## src/sms_pkg.sv

```systemverilog
// shared constants, register map and types of the serial port
package sms_pkg;

    // register bus
    localparam int AXI_ADDR_W = 4;
    localparam int AXI_DATA_W = 32;
    localparam int AXI_STRB_W = 4;
    localparam logic [1:0] RESP_OKAY = 2'b00;
    localparam logic [1:0] RESP_SLVERR = 2'b10;

    // register offsets
    localparam logic [AXI_ADDR_W-1:0] CTRL_OFS = 4'h0;
    localparam logic [AXI_ADDR_W-1:0] DATA_OFS = 4'h4;
    localparam logic [AXI_ADDR_W-1:0] STAT_OFS = 4'h8;
    localparam logic [AXI_ADDR_W-1:0] MASK_OFS = 4'hc;

    // control register fields
    localparam int CTRL_MASTER_BIT = 0;
    localparam int CTRL_SEL_HIGH_BIT = 1;
    localparam int CTRL_MODF_EN_BIT = 2;
    localparam int CTRL_DIV_LSB = 8;
    localparam int DIV_W = 8;

    // control reset values
    localparam logic CTRL_MASTER_RST = 1'b0;
    localparam logic CTRL_SEL_HIGH_RST = 1'b0;
    localparam logic CTRL_MODF_EN_RST = 1'b0;
    localparam logic [DIV_W-1:0] CTRL_DIV_RST = 8'h02;

    // status register fields; the low EVT_W bits are sticky events
    localparam int EVT_W = 3;
    localparam int ST_DONE_BIT = 0;
    localparam int ST_COLL_BIT = 1;
    localparam int ST_MODF_BIT = 2;
    localparam int ST_BUSY_BIT = 3;
    localparam int ST_SEL_BIT = 4;
    localparam logic [EVT_W-1:0] STAT_RST = 3'h0;
    localparam logic [EVT_W-1:0] MASK_RST = 3'h0;

    // pin synchroniser
    localparam int SYNC_W = 4;
    localparam int SYNC_SCK = 0;
    localparam int SYNC_SEL = 1;
    localparam int SYNC_SDI = 2;
    localparam int SYNC_MSI = 3;

    typedef enum logic [2:0] {
        SMS_M_IDLE = 3'b001,
        SMS_M_LOW = 3'b010,
        SMS_M_HIGH = 3'b100
    } sms_mst_e;

endpackage

```

## src/sms_sync.sv

```systemverilog
// two-flop synchroniser for a group of pin inputs
`timescale 1ns/1ps
module sms_sync #(
    parameter int W = 1
) (
    input wire logic mclk, // system clock
    input wire logic reset, // async reset, active high
    input wire logic [W-1:0] async_in, // pins from outside the clock domain
    output logic [W-1:0] sync_out // synchronised levels
);
    typedef struct packed {
        logic [W-1:0] meta;
        logic [W-1:0] stable;
    } sms_sync_s;

    sms_sync_s q;
    sms_sync_s d;

    always_comb begin
        d.meta = async_in;
        d.stable = q.meta;
    end

    always_ff @(posedge mclk or posedge reset) begin
        if (reset) begin
            q <= '0;
        end else begin
            q <= d;
        end
    end

    assign sync_out = q.stable;
endmodule

```

## src/sms_axil.sv

```systemverilog
// AXI4-Lite slave front end: turns bus transfers into register strobes
`timescale 1ns/1ps
module sms_axil (
    input wire logic mclk, // system clock
    input wire logic reset, // async reset, active high
    input wire logic s_axi_awvalid, // write address valid
    output logic s_axi_awready, // write address ready
    input wire logic [sms_pkg::AXI_ADDR_W-1:0] s_axi_awaddr, // write address
    input wire logic s_axi_wvalid, // write data valid
    output logic s_axi_wready, // write data ready
    input wire logic [sms_pkg::AXI_DATA_W-1:0] s_axi_wdata, // write data
    input wire logic [sms_pkg::AXI_STRB_W-1:0] s_axi_wstrb, // byte enables
    output logic s_axi_bvalid, // write response valid
    input wire logic s_axi_bready, // write response ready
    output logic [1:0] s_axi_bresp, // write response
    input wire logic s_axi_arvalid, // read address valid
    output logic s_axi_arready, // read address ready
    input wire logic [sms_pkg::AXI_ADDR_W-1:0] s_axi_araddr, // read address
    output logic s_axi_rvalid, // read data valid
    input wire logic s_axi_rready, // read data ready
    output logic [sms_pkg::AXI_DATA_W-1:0] s_axi_rdata, // read data
    output logic [1:0] s_axi_rresp, // read response
    output logic wr_en, // one-cycle register write strobe
    output logic [sms_pkg::AXI_ADDR_W-1:0] wr_addr, // register write address
    output logic [sms_pkg::AXI_DATA_W-1:0] wr_data, // register write data
    output logic [sms_pkg::AXI_STRB_W-1:0] wr_strb, // register byte enables
    input wire logic wr_ok, // write address is mapped
    output logic rd_en, // one-cycle register read strobe
    output logic [sms_pkg::AXI_ADDR_W-1:0] rd_addr, // register read address
    input wire logic [sms_pkg::AXI_DATA_W-1:0] rd_data, // read value
    input wire logic rd_ok // read address is mapped
);
    import sms_pkg::*;

    typedef struct packed {
        logic aw_full;
        logic [AXI_ADDR_W-1:0] awaddr;
        logic w_full;
        logic [AXI_DATA_W-1:0] wdata;
        logic [AXI_STRB_W-1:0] wstrb;
        logic bvalid;
        logic [1:0] bresp;
        logic rvalid;
        logic [AXI_DATA_W-1:0] rdata;
        logic [1:0] rresp;
    } sms_axil_s;

    sms_axil_s q;
    sms_axil_s d;

    assign s_axi_awready = ~q.aw_full & ~q.bvalid;
    assign s_axi_wready = ~q.w_full & ~q.bvalid;
    assign s_axi_arready = ~q.rvalid;
    assign wr_en = q.aw_full & q.w_full & ~q.bvalid;
    assign wr_addr = q.awaddr;
    assign wr_data = q.wdata;
    assign wr_strb = q.wstrb;
    assign rd_en = s_axi_arvalid & ~q.rvalid;
    assign rd_addr = s_axi_araddr;

    always_comb begin
        d = q;
        // address and data may arrive in either order
        if (s_axi_awvalid && s_axi_awready) begin
            d.aw_full = 1'b1;
            d.awaddr = s_axi_awaddr;
        end
        if (s_axi_wvalid && s_axi_wready) begin
            d.w_full = 1'b1;
            d.wdata = s_axi_wdata;
            d.wstrb = s_axi_wstrb;
        end
        if (wr_en) begin
            d.aw_full = 1'b0;
            d.w_full = 1'b0;
            d.bvalid = 1'b1;
            d.bresp = wr_ok ? RESP_OKAY : RESP_SLVERR;
        end
        if (q.bvalid && s_axi_bready) begin
            d.bvalid = 1'b0;
        end
        if (rd_en) begin
            d.rvalid = 1'b1;
            d.rdata = rd_data;
            d.rresp = rd_ok ? RESP_OKAY : RESP_SLVERR;
        end
        if (q.rvalid && s_axi_rready) begin
            d.rvalid = 1'b0;
        end
    end

    always_ff @(posedge mclk or posedge reset) begin
        if (reset) begin
            q <= '0;
        end else begin
            q <= d;
        end
    end

    assign s_axi_bvalid = q.bvalid;
    assign s_axi_bresp = q.bresp;
    assign s_axi_rvalid = q.rvalid;
    assign s_axi_rdata = q.rdata;
    assign s_axi_rresp = q.rresp;
endmodule

```

## src/sms_spi_port.sv

```systemverilog
// serial peripheral port, master or slave, with AXI4-Lite registers
`timescale 1ns/1ps
module sms_spi_port #(
    parameter int DATA_W = 8
) (
    input wire logic mclk, // system clock, 200 MHz
    input wire logic reset, // async reset, active high
    input wire logic s_axi_awvalid, // write address valid
    output logic s_axi_awready, // write address ready
    input wire logic [sms_pkg::AXI_ADDR_W-1:0] s_axi_awaddr, // write addr
    input wire logic s_axi_wvalid, // write data valid
    output logic s_axi_wready, // write data ready
    input wire logic [sms_pkg::AXI_DATA_W-1:0] s_axi_wdata, // write data
    input wire logic [sms_pkg::AXI_STRB_W-1:0] s_axi_wstrb, // byte enables
    output logic s_axi_bvalid, // write response valid
    input wire logic s_axi_bready, // write response ready
    output logic [1:0] s_axi_bresp, // write response
    input wire logic s_axi_arvalid, // read address valid
    output logic s_axi_arready, // read address ready
    input wire logic [sms_pkg::AXI_ADDR_W-1:0] s_axi_araddr, // read addr
    output logic s_axi_rvalid, // read data valid
    input wire logic s_axi_rready, // read data ready
    output logic [sms_pkg::AXI_DATA_W-1:0] s_axi_rdata, // read data
    output logic [1:0] s_axi_rresp, // read response
    output logic irq, // level interrupt, active high
    output logic master_serial_clock_out, // serial clock as master
    output logic master_serial_out, // master data out
    output logic master_out_en, // master clock and data drive enable
    input wire logic master_serial_in, // master data in
    input wire logic slave_serial_clock_in, // serial clock as slave
    input wire logic slave_serial_in, // slave data in
    output logic slave_serial_out, // slave data out
    output logic slave_serial_out_en, // slave data out drive enable
    output logic slave_serial_out_pullup, // weak pullup on slave data pin
    input wire logic slave_select_in // slave select, level configurable
);
    import sms_pkg::*;

    localparam int BW = $clog2(DATA_W);
    localparam logic [BW-1:0] LAST_BIT = BW'(DATA_W - 1);

    typedef struct packed {
        logic master;
        logic sel_high;
        logic modf_en;
        logic [DIV_W-1:0] div;
        logic [EVT_W-1:0] stat;
        logic [EVT_W-1:0] mask;
        sms_mst_e mst;
        logic [DIV_W-1:0] cnt;
        logic [BW-1:0] bits;
        logic [DATA_W-1:0] sh;
        logic [DATA_W-1:0] rx;
        logic sclk;
        logic sck_prev;
    } sms_port_s;

    sms_port_s q;
    sms_port_s d;

    logic [SYNC_W-1:0] pins_s;
    logic sck_s;
    logic sel_s;
    logic sdi_s;
    logic msi_s;
    logic sel_act;
    logic wr_en;
    logic [AXI_ADDR_W-1:0] wr_addr;
    logic [AXI_DATA_W-1:0] wr_data;
    logic [AXI_STRB_W-1:0] wr_strb;
    logic rd_en;
    logic [AXI_ADDR_W-1:0] rd_addr;
    logic [AXI_DATA_W-1:0] rd_data;

    // true for the four mapped word offsets
    function automatic logic reg_hit(input logic [AXI_ADDR_W-1:0] a);
        reg_hit = (a == CTRL_OFS) || (a == DATA_OFS) ||
                  (a == STAT_OFS) || (a == MASK_OFS);
    endfunction

    // shift one bit in at the bottom, msb leaves first
    function automatic logic [DATA_W-1:0] shift_in(
        input logic [DATA_W-1:0] v,
        input logic b
    );
        shift_in = {v[DATA_W-2:0], b};
    endfunction

    sms_sync #(
        .W(SYNC_W)
    ) u_sync (
        .mclk(mclk),
        .reset(reset),
        .async_in({master_serial_in, slave_serial_in, ~slave_select_in,
                   slave_serial_clock_in}),
        .sync_out(pins_s)
    );

    assign sck_s = pins_s[SYNC_SCK];
    assign sel_s = ~pins_s[SYNC_SEL]; // held inverted: reset reads idle
    assign sdi_s = pins_s[SYNC_SDI];
    assign msi_s = pins_s[SYNC_MSI];

    sms_axil u_axil (
        .mclk(mclk),
        .reset(reset),
        .s_axi_awvalid(s_axi_awvalid),
        .s_axi_awready(s_axi_awready),
        .s_axi_awaddr(s_axi_awaddr),
        .s_axi_wvalid(s_axi_wvalid),
        .s_axi_wready(s_axi_wready),
        .s_axi_wdata(s_axi_wdata),
        .s_axi_wstrb(s_axi_wstrb),
        .s_axi_bvalid(s_axi_bvalid),
        .s_axi_bready(s_axi_bready),
        .s_axi_bresp(s_axi_bresp),
        .s_axi_arvalid(s_axi_arvalid),
        .s_axi_arready(s_axi_arready),
        .s_axi_araddr(s_axi_araddr),
        .s_axi_rvalid(s_axi_rvalid),
        .s_axi_rready(s_axi_rready),
        .s_axi_rdata(s_axi_rdata),
        .s_axi_rresp(s_axi_rresp),
        .wr_en(wr_en),
        .wr_addr(wr_addr),
        .wr_data(wr_data),
        .wr_strb(wr_strb),
        .wr_ok(reg_hit(wr_addr)),
        .rd_en(rd_en),
        .rd_addr(rd_addr),
        .rd_data(rd_data),
        .rd_ok(reg_hit(rd_addr))
    );

    // select pin at its configured active level
    assign sel_act = (sel_s == q.sel_high);

    // read mux; DATA returns the receive buffer
    always_comb begin
        rd_data = '0;
        case (rd_addr)
            CTRL_OFS: begin
                rd_data[CTRL_MASTER_BIT] = q.master;
                rd_data[CTRL_SEL_HIGH_BIT] = q.sel_high;
                rd_data[CTRL_MODF_EN_BIT] = q.modf_en;
                rd_data[CTRL_DIV_LSB +: DIV_W] = q.div;
            end
            DATA_OFS: rd_data[DATA_W-1:0] = q.rx;
            STAT_OFS: begin
                rd_data[EVT_W-1:0] = q.stat;
                rd_data[ST_BUSY_BIT] = (q.mst != SMS_M_IDLE);
                // in master mode the select pin reads as a plain input
                rd_data[ST_SEL_BIT] = sel_s;
            end
            MASK_OFS: rd_data[EVT_W-1:0] = q.mask;
            default: rd_data = '0;
        endcase
    end

    always_comb begin
        logic [EVT_W-1:0] evt;
        logic [EVT_W-1:0] clr;
        logic [DATA_W-1:0] shv;
        evt = '0;
        clr = '0;
        shv = '0;
        d = q;
        d.sck_prev = sck_s;

        // master sequencer: each half period lasts div+1 clocks, at least 1
        case (q.mst)
            SMS_M_IDLE: begin
                d.sclk = 1'b0;
            end
            SMS_M_LOW: begin
                if (q.cnt == '0) begin
                    d.sclk = 1'b1;
                    d.cnt = q.div;
                    d.mst = SMS_M_HIGH;
                end else begin
                    d.cnt = q.cnt - 1'b1;
                end
            end
            SMS_M_HIGH: begin
                if (q.cnt == '0) begin
                    // sample at the end of the high phase, shift in at lsb
                    shv = shift_in(q.sh, msi_s);
                    d.sh = shv;
                    d.sclk = 1'b0;
                    d.cnt = q.div;
                    d.bits = q.bits + 1'b1;
                    if (q.bits == LAST_BIT) begin
                        d.rx = shv;
                        evt[ST_DONE_BIT] = 1'b1;
                        d.bits = '0;
                        d.mst = SMS_M_IDLE;
                    end else begin
                        d.mst = SMS_M_LOW;
                    end
                end else begin
                    d.cnt = q.cnt - 1'b1;
                end
            end
            default: begin
                d.mst = SMS_M_IDLE;
                d.sclk = 1'b0;
            end
        endcase

        // slave shifter, one bit per synchronised rising clock edge
        if (!q.master) begin
            if (!sel_act) begin
                d.bits = '0;
            end else if (sck_s && !q.sck_prev) begin
                // relies on edges at least four clocks apart; nothing here enforces it
                shv = shift_in(q.sh, sdi_s);
                d.sh = shv;
                d.bits = q.bits + 1'b1;
                if (q.bits == LAST_BIT) begin
                    d.rx = shv;
                    evt[ST_DONE_BIT] = 1'b1;
                    d.bits = '0;
                end
            end
        end

        // register writes
        if (wr_en) begin
            case (wr_addr)
                CTRL_OFS: begin
                    if (wr_strb[0]) begin
                        d.master = wr_data[CTRL_MASTER_BIT];
                        d.sel_high = wr_data[CTRL_SEL_HIGH_BIT];
                        d.modf_en = wr_data[CTRL_MODF_EN_BIT];
                    end
                    if (wr_strb[1]) begin
                        d.div = wr_data[CTRL_DIV_LSB +: DIV_W];
                    end
                end
                DATA_OFS: begin
                    if (wr_strb[0] && q.master) begin
                        // busy, or another master holds the select line
                        if (q.mst != SMS_M_IDLE || (q.modf_en && sel_act)) begin
                            evt[ST_COLL_BIT] = 1'b1;
                        end else begin
                            d.sh = wr_data[DATA_W-1:0];
                            d.bits = '0;
                            d.cnt = q.div;
                            d.mst = SMS_M_LOW;
                        end
                    end else if (wr_strb[0]) begin
                        // slave only preloads; the far master starts
                        if (sel_act && q.bits != '0) begin
                            evt[ST_COLL_BIT] = 1'b1;
                        end else begin
                            d.sh = wr_data[DATA_W-1:0];
                        end
                    end
                end
                STAT_OFS: begin
                    if (wr_strb[0]) begin
                        clr = wr_data[EVT_W-1:0];
                    end
                end
                MASK_OFS: begin
                    if (wr_strb[0]) begin
                        d.mask = wr_data[EVT_W-1:0];
                    end
                end
                default: begin
                end
            endcase
        end

        // mode fault: select driven active while we are master
        if (q.master && q.modf_en && sel_act) begin
            evt[ST_MODF_BIT] = 1'b1;
            d.mst = SMS_M_IDLE;
            d.sclk = 1'b0;
            d.bits = '0;
        end
        // leaving master mode drops any transfer under way
        if (!d.master && q.mst != SMS_M_IDLE) begin
            d.mst = SMS_M_IDLE;
            d.sclk = 1'b0;
        end

        // a new event beats a clear in the same cycle
        d.stat = (q.stat & ~clr) | evt;
    end

    always_ff @(posedge mclk or posedge reset) begin
        if (reset) begin
            q <= '0;
            q.master <= CTRL_MASTER_RST;
            q.sel_high <= CTRL_SEL_HIGH_RST;
            q.modf_en <= CTRL_MODF_EN_RST;
            q.div <= CTRL_DIV_RST;
            q.stat <= STAT_RST;
            q.mask <= MASK_RST;
            q.mst <= SMS_M_IDLE;
        end else begin
            q <= d;
        end
    end

    assign irq = |(q.stat & q.mask);
    assign master_serial_clock_out = q.sclk;
    assign master_serial_out = q.sh[DATA_W-1];
    assign master_out_en = q.master;
    assign slave_serial_out = q.sh[DATA_W-1];
    assign slave_serial_out_en = ~q.master & sel_act;
    assign slave_serial_out_pullup = ~(~q.master & sel_act);
endmodule

```

## config.mk

```make
export PLATFORM = sky130hd
export DESIGN_NAME = sms_spi_port
export DESIGN_NICKNAME = d
export VERILOG_FILES = /design/src/sms_pkg.sv /design/src/sms_sync.sv /design/src/sms_axil.sv /design/src/sms_spi_port.sv
export SDC_FILE = /design/constraint.sdc
export NUM_CORES = 1
export LEC_CHECK = 0
export BUFFER_PORTS_ARGS = -buffer_cell sky130_fd_sc_hd__buf_2
export CORE_MARGIN = 3
export CORE_UTILIZATION = 31
export DETAILED_ROUTE_END_ITERATION = 12
export GPL_TIMING_DRIVEN = 0
export PLACE_DENSITY_LB_ADDON = 0.12
export SLEW_MARGIN = 30
export SYNTH_ARGS = -nofsm -noshare
export SYNTH_HDL_FRONTEND = slang
export SYNTH_SLANG_ARGS = --single-unit
```

## constraint.sdc

```tcl
create_clock -name mclk -period 2.5 [get_ports mclk]
set_input_delay 0.125 -clock mclk [delete_from_list [all_inputs] [get_ports mclk]]
set_output_delay 0.125 -clock mclk [all_outputs]
set_load 0.05 [all_outputs]
```

==> qor.yml, run 1 <==
pwr:
  p_total_mw: 5.77
  peakVddDrop_mv: 0.585
  clkPwrFrac_pct: 24.0
  intPower_mw: 3.66
  powerDensity_nw_per_um2: 952
  seqPwrFrac_pct: 43.2
  pwr-share-comb_pct: 32.8
  switching_share_pct: 36.6
  p_switching_mw: 2.11
  cellLeakagePower_nw: 2.86
worst_setup_path:
  cp_cell_sequence: "inv_1 > ha_1 > or4b_1 > nor3_2 > buf_2 > o21ai_0 > a221oi_1"
  path_depth: 7
  crit_path_top_delay_cell: "or4b_1"
  r2r_slack_ns: 0.14
  reg2regPathDepth: 7
  rr_startpoint: "q[21]"
  cp.required_ns: 2.75
  setup.worst_path.start_class: "flop"
  max_stage_delay_ns: 0.57
  crit_arrival_ns: 2.61
  cp_num_buf_inv: 2
  startpoint: "q[21]"
  path_delay_family: "simple AND/OR/NAND/NOR gates"
  endpoint: "q[18]"
  r2r_end: "q[18]"
  end_kind: "flop"
  crit_type: "flop to flop"
  crit_path_max_fanout: 10
detailed_routing:
  viasPerCell: 4.89
  drc: 0
  vias: 3586
  ant_nets: 0
  wl_met1_um: 5660
  wl_per_cell_um: 15.6
  drtIter0Drc: 226
  drt-total-wl_um: 11500
  dr_wl_met2_um: 5070
  met3WireLength_um: 579
  dr.pass1.iters: 4
  top_layer_used: "met4"
cells_and_area:
  final_cell_mix: "dfrtp_1, buf_2, mux2_2"
  final_common_cell: "dfrtp_1"
  drive_gt1_share_pct: 33.3
  nets: 605
  num_antenna_cells: 0
  areaGrowthSynthToFinish_pct: 25.6
global_route:
  antenna_found_initial: 0
  grtUsageTotal_pct: 14.1
  grt_first_pass_wirelength_um: 18500
  first_global_vias: 3615
  overflow: 0
  grt_max_degree: 30
timing:
  post-route-period-util_pct: 94.4
  skew_ns: 0.00574
  finalCriticalPeriod_ns: 2.36
  fmax_mhz: 424
  tightest_slew_ns: 0.868
  slew_headroom_pct: 41.7
  finalSetupViolCount: 0
  fin_ws_ns: 0.140
  finalMaxSlewViolations: 0
  rsz0062_at_grt: "false"
  final.setup.tns_ns: 0
  timing.hold.ws_ns: 0.0158
  final-hold-violation-count: 0
die:
  die_w_um: 131
  boundaryPins: 103
  core-area_um2: 14900
  die_area_um2: 17100
  start_util_pct: 32.5
  die_h_um: 131
  rows: 44
synth:
  synth_area_um2: 4830
  async_flop_share_pct: 100
  syn_inst: 425
  synth_edf_count: 0
  ys.flop_type: "dfrtp_1"
  ys_seq_elements: 101
  yosysWarnings: 0
  ys_seq_area_share_pct: 52.4
  synth_cell_type_count: 64
  syn_avg_cell_area_um2: 11.4
run:
  drv_cap: 0
cts:
  cts_inserted_buffers: 9
  cts-root-buf: "clkbuf_16"
  cts_tree: "yes"
  cts_buffer_depth: 2
  clock-sinks: 101
  cts-htree-levels: 3
  insertion_delay_ns: 0.35
  post-cts-setup-buffers: 0
  cts.reportedPaths.clkPinSlew_ns: 0.07
placement:
  pre_cts_ws_ns: 0.0646
  dpl.hpwl_um: 8690
  gp_congestion: 0.810
  portBuffers: 65
hold_path:
  hp-class: "primary input to flop"
  min_from: "s_axi_wdata[13]"
status:
  status: "complete, no violations"
[synthesized netlist by cell type (3+ instances only)]
library cell  number  area, um2
buf_4             37        278
nand3_1           14       70.1
nand4_1            3       18.8
mux2_2            41        462
a211oi_1           9       67.6
nor3b_1            6       45.0
inv_1             17       63.8
xnor2_1            4       35.0
or2_2              3       18.8
ha_1               5       62.6
nor4_1             5       31.3
nor3_1            13       65.1
or3b_2             4       35.0
dfrtp_1           99       2480
or3_1              4       25.0
a2bb2oi_1          3       26.3
o21ai_0           21        105
a31oi_1           10       62.6
a21o_1             4       30.0
nor2_1            13       48.8
a22o_1            11       96.3
mux4_2             3       67.6
nand2_1           26       97.6
a21oi_1            8       40.0
clkbuf_1          11       41.3
[kinds of logic after synthesis]
| kind of cell | share of synthesized area [%] |
|---|---|
| flip-flops | 52.4 |
| other | 0.0777 |
| AND/OR/NAND/NOR | 11.9 |
| adder cells (fa/ha/maj) | 1.30 |
| buffers and inverters | 8.63 |
| AO/OA/AOI/OAI | 13.6 |
| multiplexers | 11.2 |
| XOR/XNOR | 0.907 |
[registers in the layout, summed over array words and instances (netlist names)]
signal,cells
q,46
u_axil.wr_strb,2
u_axil.wr_data,16
u_axil.s_axi_rresp,1
u_axil.s_axi_rvalid,1
u_axil.s_axi_bvalid,1
master_out_en,1
master_serial_out,1
u_sync.d,4
u_axil.q,2
u_axil.wr_addr,4
u_axil.s_axi_rdata,16
master_serial_clock_out,1
u_axil.s_axi_bresp,1
u_sync.sync_out,4
[per-stage QoR]
step	instance area (um2)	util [%]	cells
5_1_grt	6060	40.8	734
3_3_place_gp	5450	36.7	691
3_5_place_dp	5510	37.1	694
4_1_cts	6040	40.7	734
2_1_floorplan	4890	-	442
6_report	6060	40.8	734
[how the worst min path moves through the flow]
stage | endpoint | cells after the start
6_report | u_axil.wr_data[13] | 2
5_1_grt | u_axil.wr_data[13] | 2
3_3_place_gp | u_sync.d[0] | 1
4_1_cts | u_axil.wr_data[13] | 2
3_5_place_dp | u_axil.wr_data[11] | 2
2_1_floorplan | u_sync.d[0] | 0
[what timing repair did]
item	in CTS	in global routing
setup endpoints to repair	0	17
gates resized for setup	0	2
hold buffers	24	0
hold endpoints to repair	42	0
[worst register-to-register path: stages, from the launching register on]
cell and delay (ns):
dfrtp_1 0.44, inv_1 0.08, ha_1 0.25, or4b_1 0.57
nor3_2 0.26, buf_2 0.25, o21ai_0 0.11, a221oi_1 0.29
[routing by layer]
metal	vias up	global-route usage [%]
li1	1750	-
met1	1733	19.8
met2	90	20.8
met3	13	3.90
met4	0	5.32
met5	-	0
[power groups by stage]
stage	Clock, mW	Sequential (mW)	Combinational (mW)
6_report	1.39	2.49	1.89
3_5_place_dp	0	2.52	1.85
3_3_place_gp	0	2.51	1.80
5_1_grt	1.50	2.56	2.07
2_1_floorplan	0	2.42	1.41
4_1_cts	1.45	2.49	1.88
[layout make-up]
type,count,area (um2)
flip-flops and latches,101,2530
fillers,1461,8800
repair buffers,92,626
well taps,184,230
inverters,17,67.6
multi-input cells,270,1960
clock inverters,4,47.5
clock buffers,12,246
plain buffers,54,353
Note: power is estimated with default switching activity, not from simulation.
==> run 2, diff against run 1 <==
==> constraint.sdc (replaced) <==
create_clock -name mclk -period 2.88 [get_ports mclk]
set_input_delay 0.144 -clock mclk [delete_from_list [all_inputs] [get_ports mclk]]
set_output_delay 0.144 -clock mclk [all_outputs]
set_load 0.05 [all_outputs]
==> qor.yml, run 2 (synthesis results as in run 1) <==
status:
  status: "complete, no violations"  # unchanged
die:
  core-area_um2: 14900  # unchanged
  die_w_um: 131  # unchanged
  boundaryPins: 103  # unchanged
  die_h_um: 131  # unchanged
  rows: 44  # unchanged
  die_area_um2: 17100  # unchanged
  start_util_pct: 32.5  # unchanged
global_route:
  first_global_vias: 3377  # was 3,615
  grt_max_degree: 62  # was 30
  grt_first_pass_wirelength_um: 18200  # was 18,500 um
  antenna_found_initial: 0  # unchanged
  overflow: 0  # unchanged
  grtUsageTotal_pct: 13.8  # was 14.1%
cells_and_area:
  areaGrowthSynthToFinish_pct: 21.6  # was 25.6%
  final_cell_mix: "dfrtp_1, buf_2, mux2_2"  # unchanged
  fin_area_um2: 5870  # was 6060 um2
  num_antenna_cells: 0  # unchanged
  drive_gt1_share_pct: 33.8  # was 33.3%
  final_common_cell: "dfrtp_1"  # unchanged
  nets: 588  # was 605
  regMostFlops: "q"  # unchanged
  fin_util_pct: 39.5  # was 40.8%
  largest_register_ffs: 46  # unchanged
pwr:
  peakVddDrop_mv: 0.653  # was 0.585 mV
  cellLeakagePower_nw: 2.78  # was 2.86 nW
  powerDensity_nw_per_um2: 852  # was 952 nW/um2
  p_total_mw: 5.00  # was 5.77 mW
placement:
  post_dp_cell_area_um2: 5470  # was 5510 um2
  gp_congestion: 0.800  # was 0.810
  portBuffers: 65  # unchanged
  pre_cts_ws_ns: 0.461  # was 0.0646 ns
  dpl.hpwl_um: 8440  # was 8690 um
timing:
  fin_ws_ns: 0.475  # was 0.140 ns
  skew_ns: 0.00576  # was 0.00574 ns
  final-hold-violation-count: 0  # unchanged
  finalCriticalPeriod_ns: 2.40  # was 2.36 ns
  final.setup.tns_ns: 0  # unchanged
  fmax_mhz: 416  # was 424 MHz
  finalMaxSlewViolations: 0  # unchanged
  slew_headroom_pct: 40.8  # was 41.7%
  rsz0062_at_grt: "false"  # unchanged
  post-route-period-util_pct: 83.5  # was 94.4%
  finalSetupViolCount: 0  # unchanged
  tightest_slew_ns: 0.881  # was 0.868 ns
cts:
  cts-htree-levels: 3  # unchanged
  cts-resized-gates: 0  # unchanged
  cts_buffer_depth: 2  # unchanged
  cts.reportedPaths.clkPinSlew_ns: 0.07  # about the same
  cts_tree: "yes"  # unchanged
  cts_inserted_buffers: 9  # unchanged
  cts-root-buf: "clkbuf_16"  # unchanged
  post-cts-setup-buffers: 0  # unchanged
  clock-sinks: 101  # unchanged
  insertion_delay_ns: 0.35  # about the same
  cts_hold_buf: 9  # was 24
worst_setup_path:
  max_stage_delay_ns: 0.61  # was 0.57 ns
  r2r_slack_ns: 0.48  # was 0.14 ns
  end_kind: "flop"  # unchanged
  crit_type: "flop to flop"  # unchanged
  setup.worst_path.start_class: "flop"  # unchanged
  crit_path_top_delay_cell: "nor4b_2"  # was or4b_1
  crit_arrival_ns: 2.62  # was 2.61 ns
  cp.required_ns: 3.09  # was 2.75 ns
  crit_path_max_fanout: 10  # unchanged
  cp_cell_sequence: "inv_1 > ha_1 > nor4b_2 > nand3_1 > nand3_1 > a31oi_1"  # was inv_1 > ha_1 > or4b_1 > nor3_2 > buf_2 > o21ai_0 > a221oi_1
  cpMostUsedCell: "nand3_1"
detailed_routing:
  drc: 0  # unchanged
  drtIter0Drc: 190  # was 226
  dr.pass1.iters: 5  # was 4
  viasPerCell: 4.94  # was 4.89
  ant_nets: 0  # unchanged
  drt-total-wl_um: 11300  # was 11,500 um
  wl_per_cell_um: 15.8  # was 15.6 um
  vias: 3544  # was 3,586
run:
  drv_cap: 0  # unchanged
hold_path:
  hp-class: "primary input to flop"  # unchanged
[run 2: critical path, delay by kind of cell, from the launching register on]
kind                     cells  cell delay, ns
flip-flops                   1            0.44
adder cells (fa/ha/maj)      1            0.23
buffers and inverters        1            0.08
AO/OA/AOI/OAI                1            0.10
AND/OR/NAND/NOR              3            1.41
[run 2: power breakdown]
group	leakage [nW]	internal, mW	switching [mW]
clock network	0.150	0.722	0.515
registers	1.30	1.79	0.377
logic	1.33	0.658	0.937
[run 2: through the flow]
stage	hold WS, ns	instances
finish	0.0285	717
global route	0.0147	717
CTS	0.0137	717
detailed placement	0.253	692
global placement	0.253	691
floorplan	0.175	442
[run 2: path summary, 6_finish.rpt]
check,start,endpoint,depth (start not counted)
setup / recovery,q[21],q[13],6
hold / removal,s_axi_awaddr[0],u_axil.wr_addr[0],2
setup reg to reg,q[21],q[13],6
hold reg to reg,u_sync.d[3],u_sync.sync_out[3],0
max in group asynchronous,reset,q[39],4
min in group asynchronous,reset,u_sync.d[0],3
[run 2: area by class of cell]
type,instances,area (um2)
inverter,17,68.8
buffer,54,353
clock inverter,3,43.8
fill,1436,8990
clock buffer,13,260
timing repair buffer,75,435
multi-input combinational,270,1950
sequential,101,2530
tap,184,230
[run 2: per-layer routing]
metal	global-route usage, %	wire (um)
met1	20.9	5750
met2	19.3	4700
met3	2.60	656
met4	5.69	204
met5	0	0
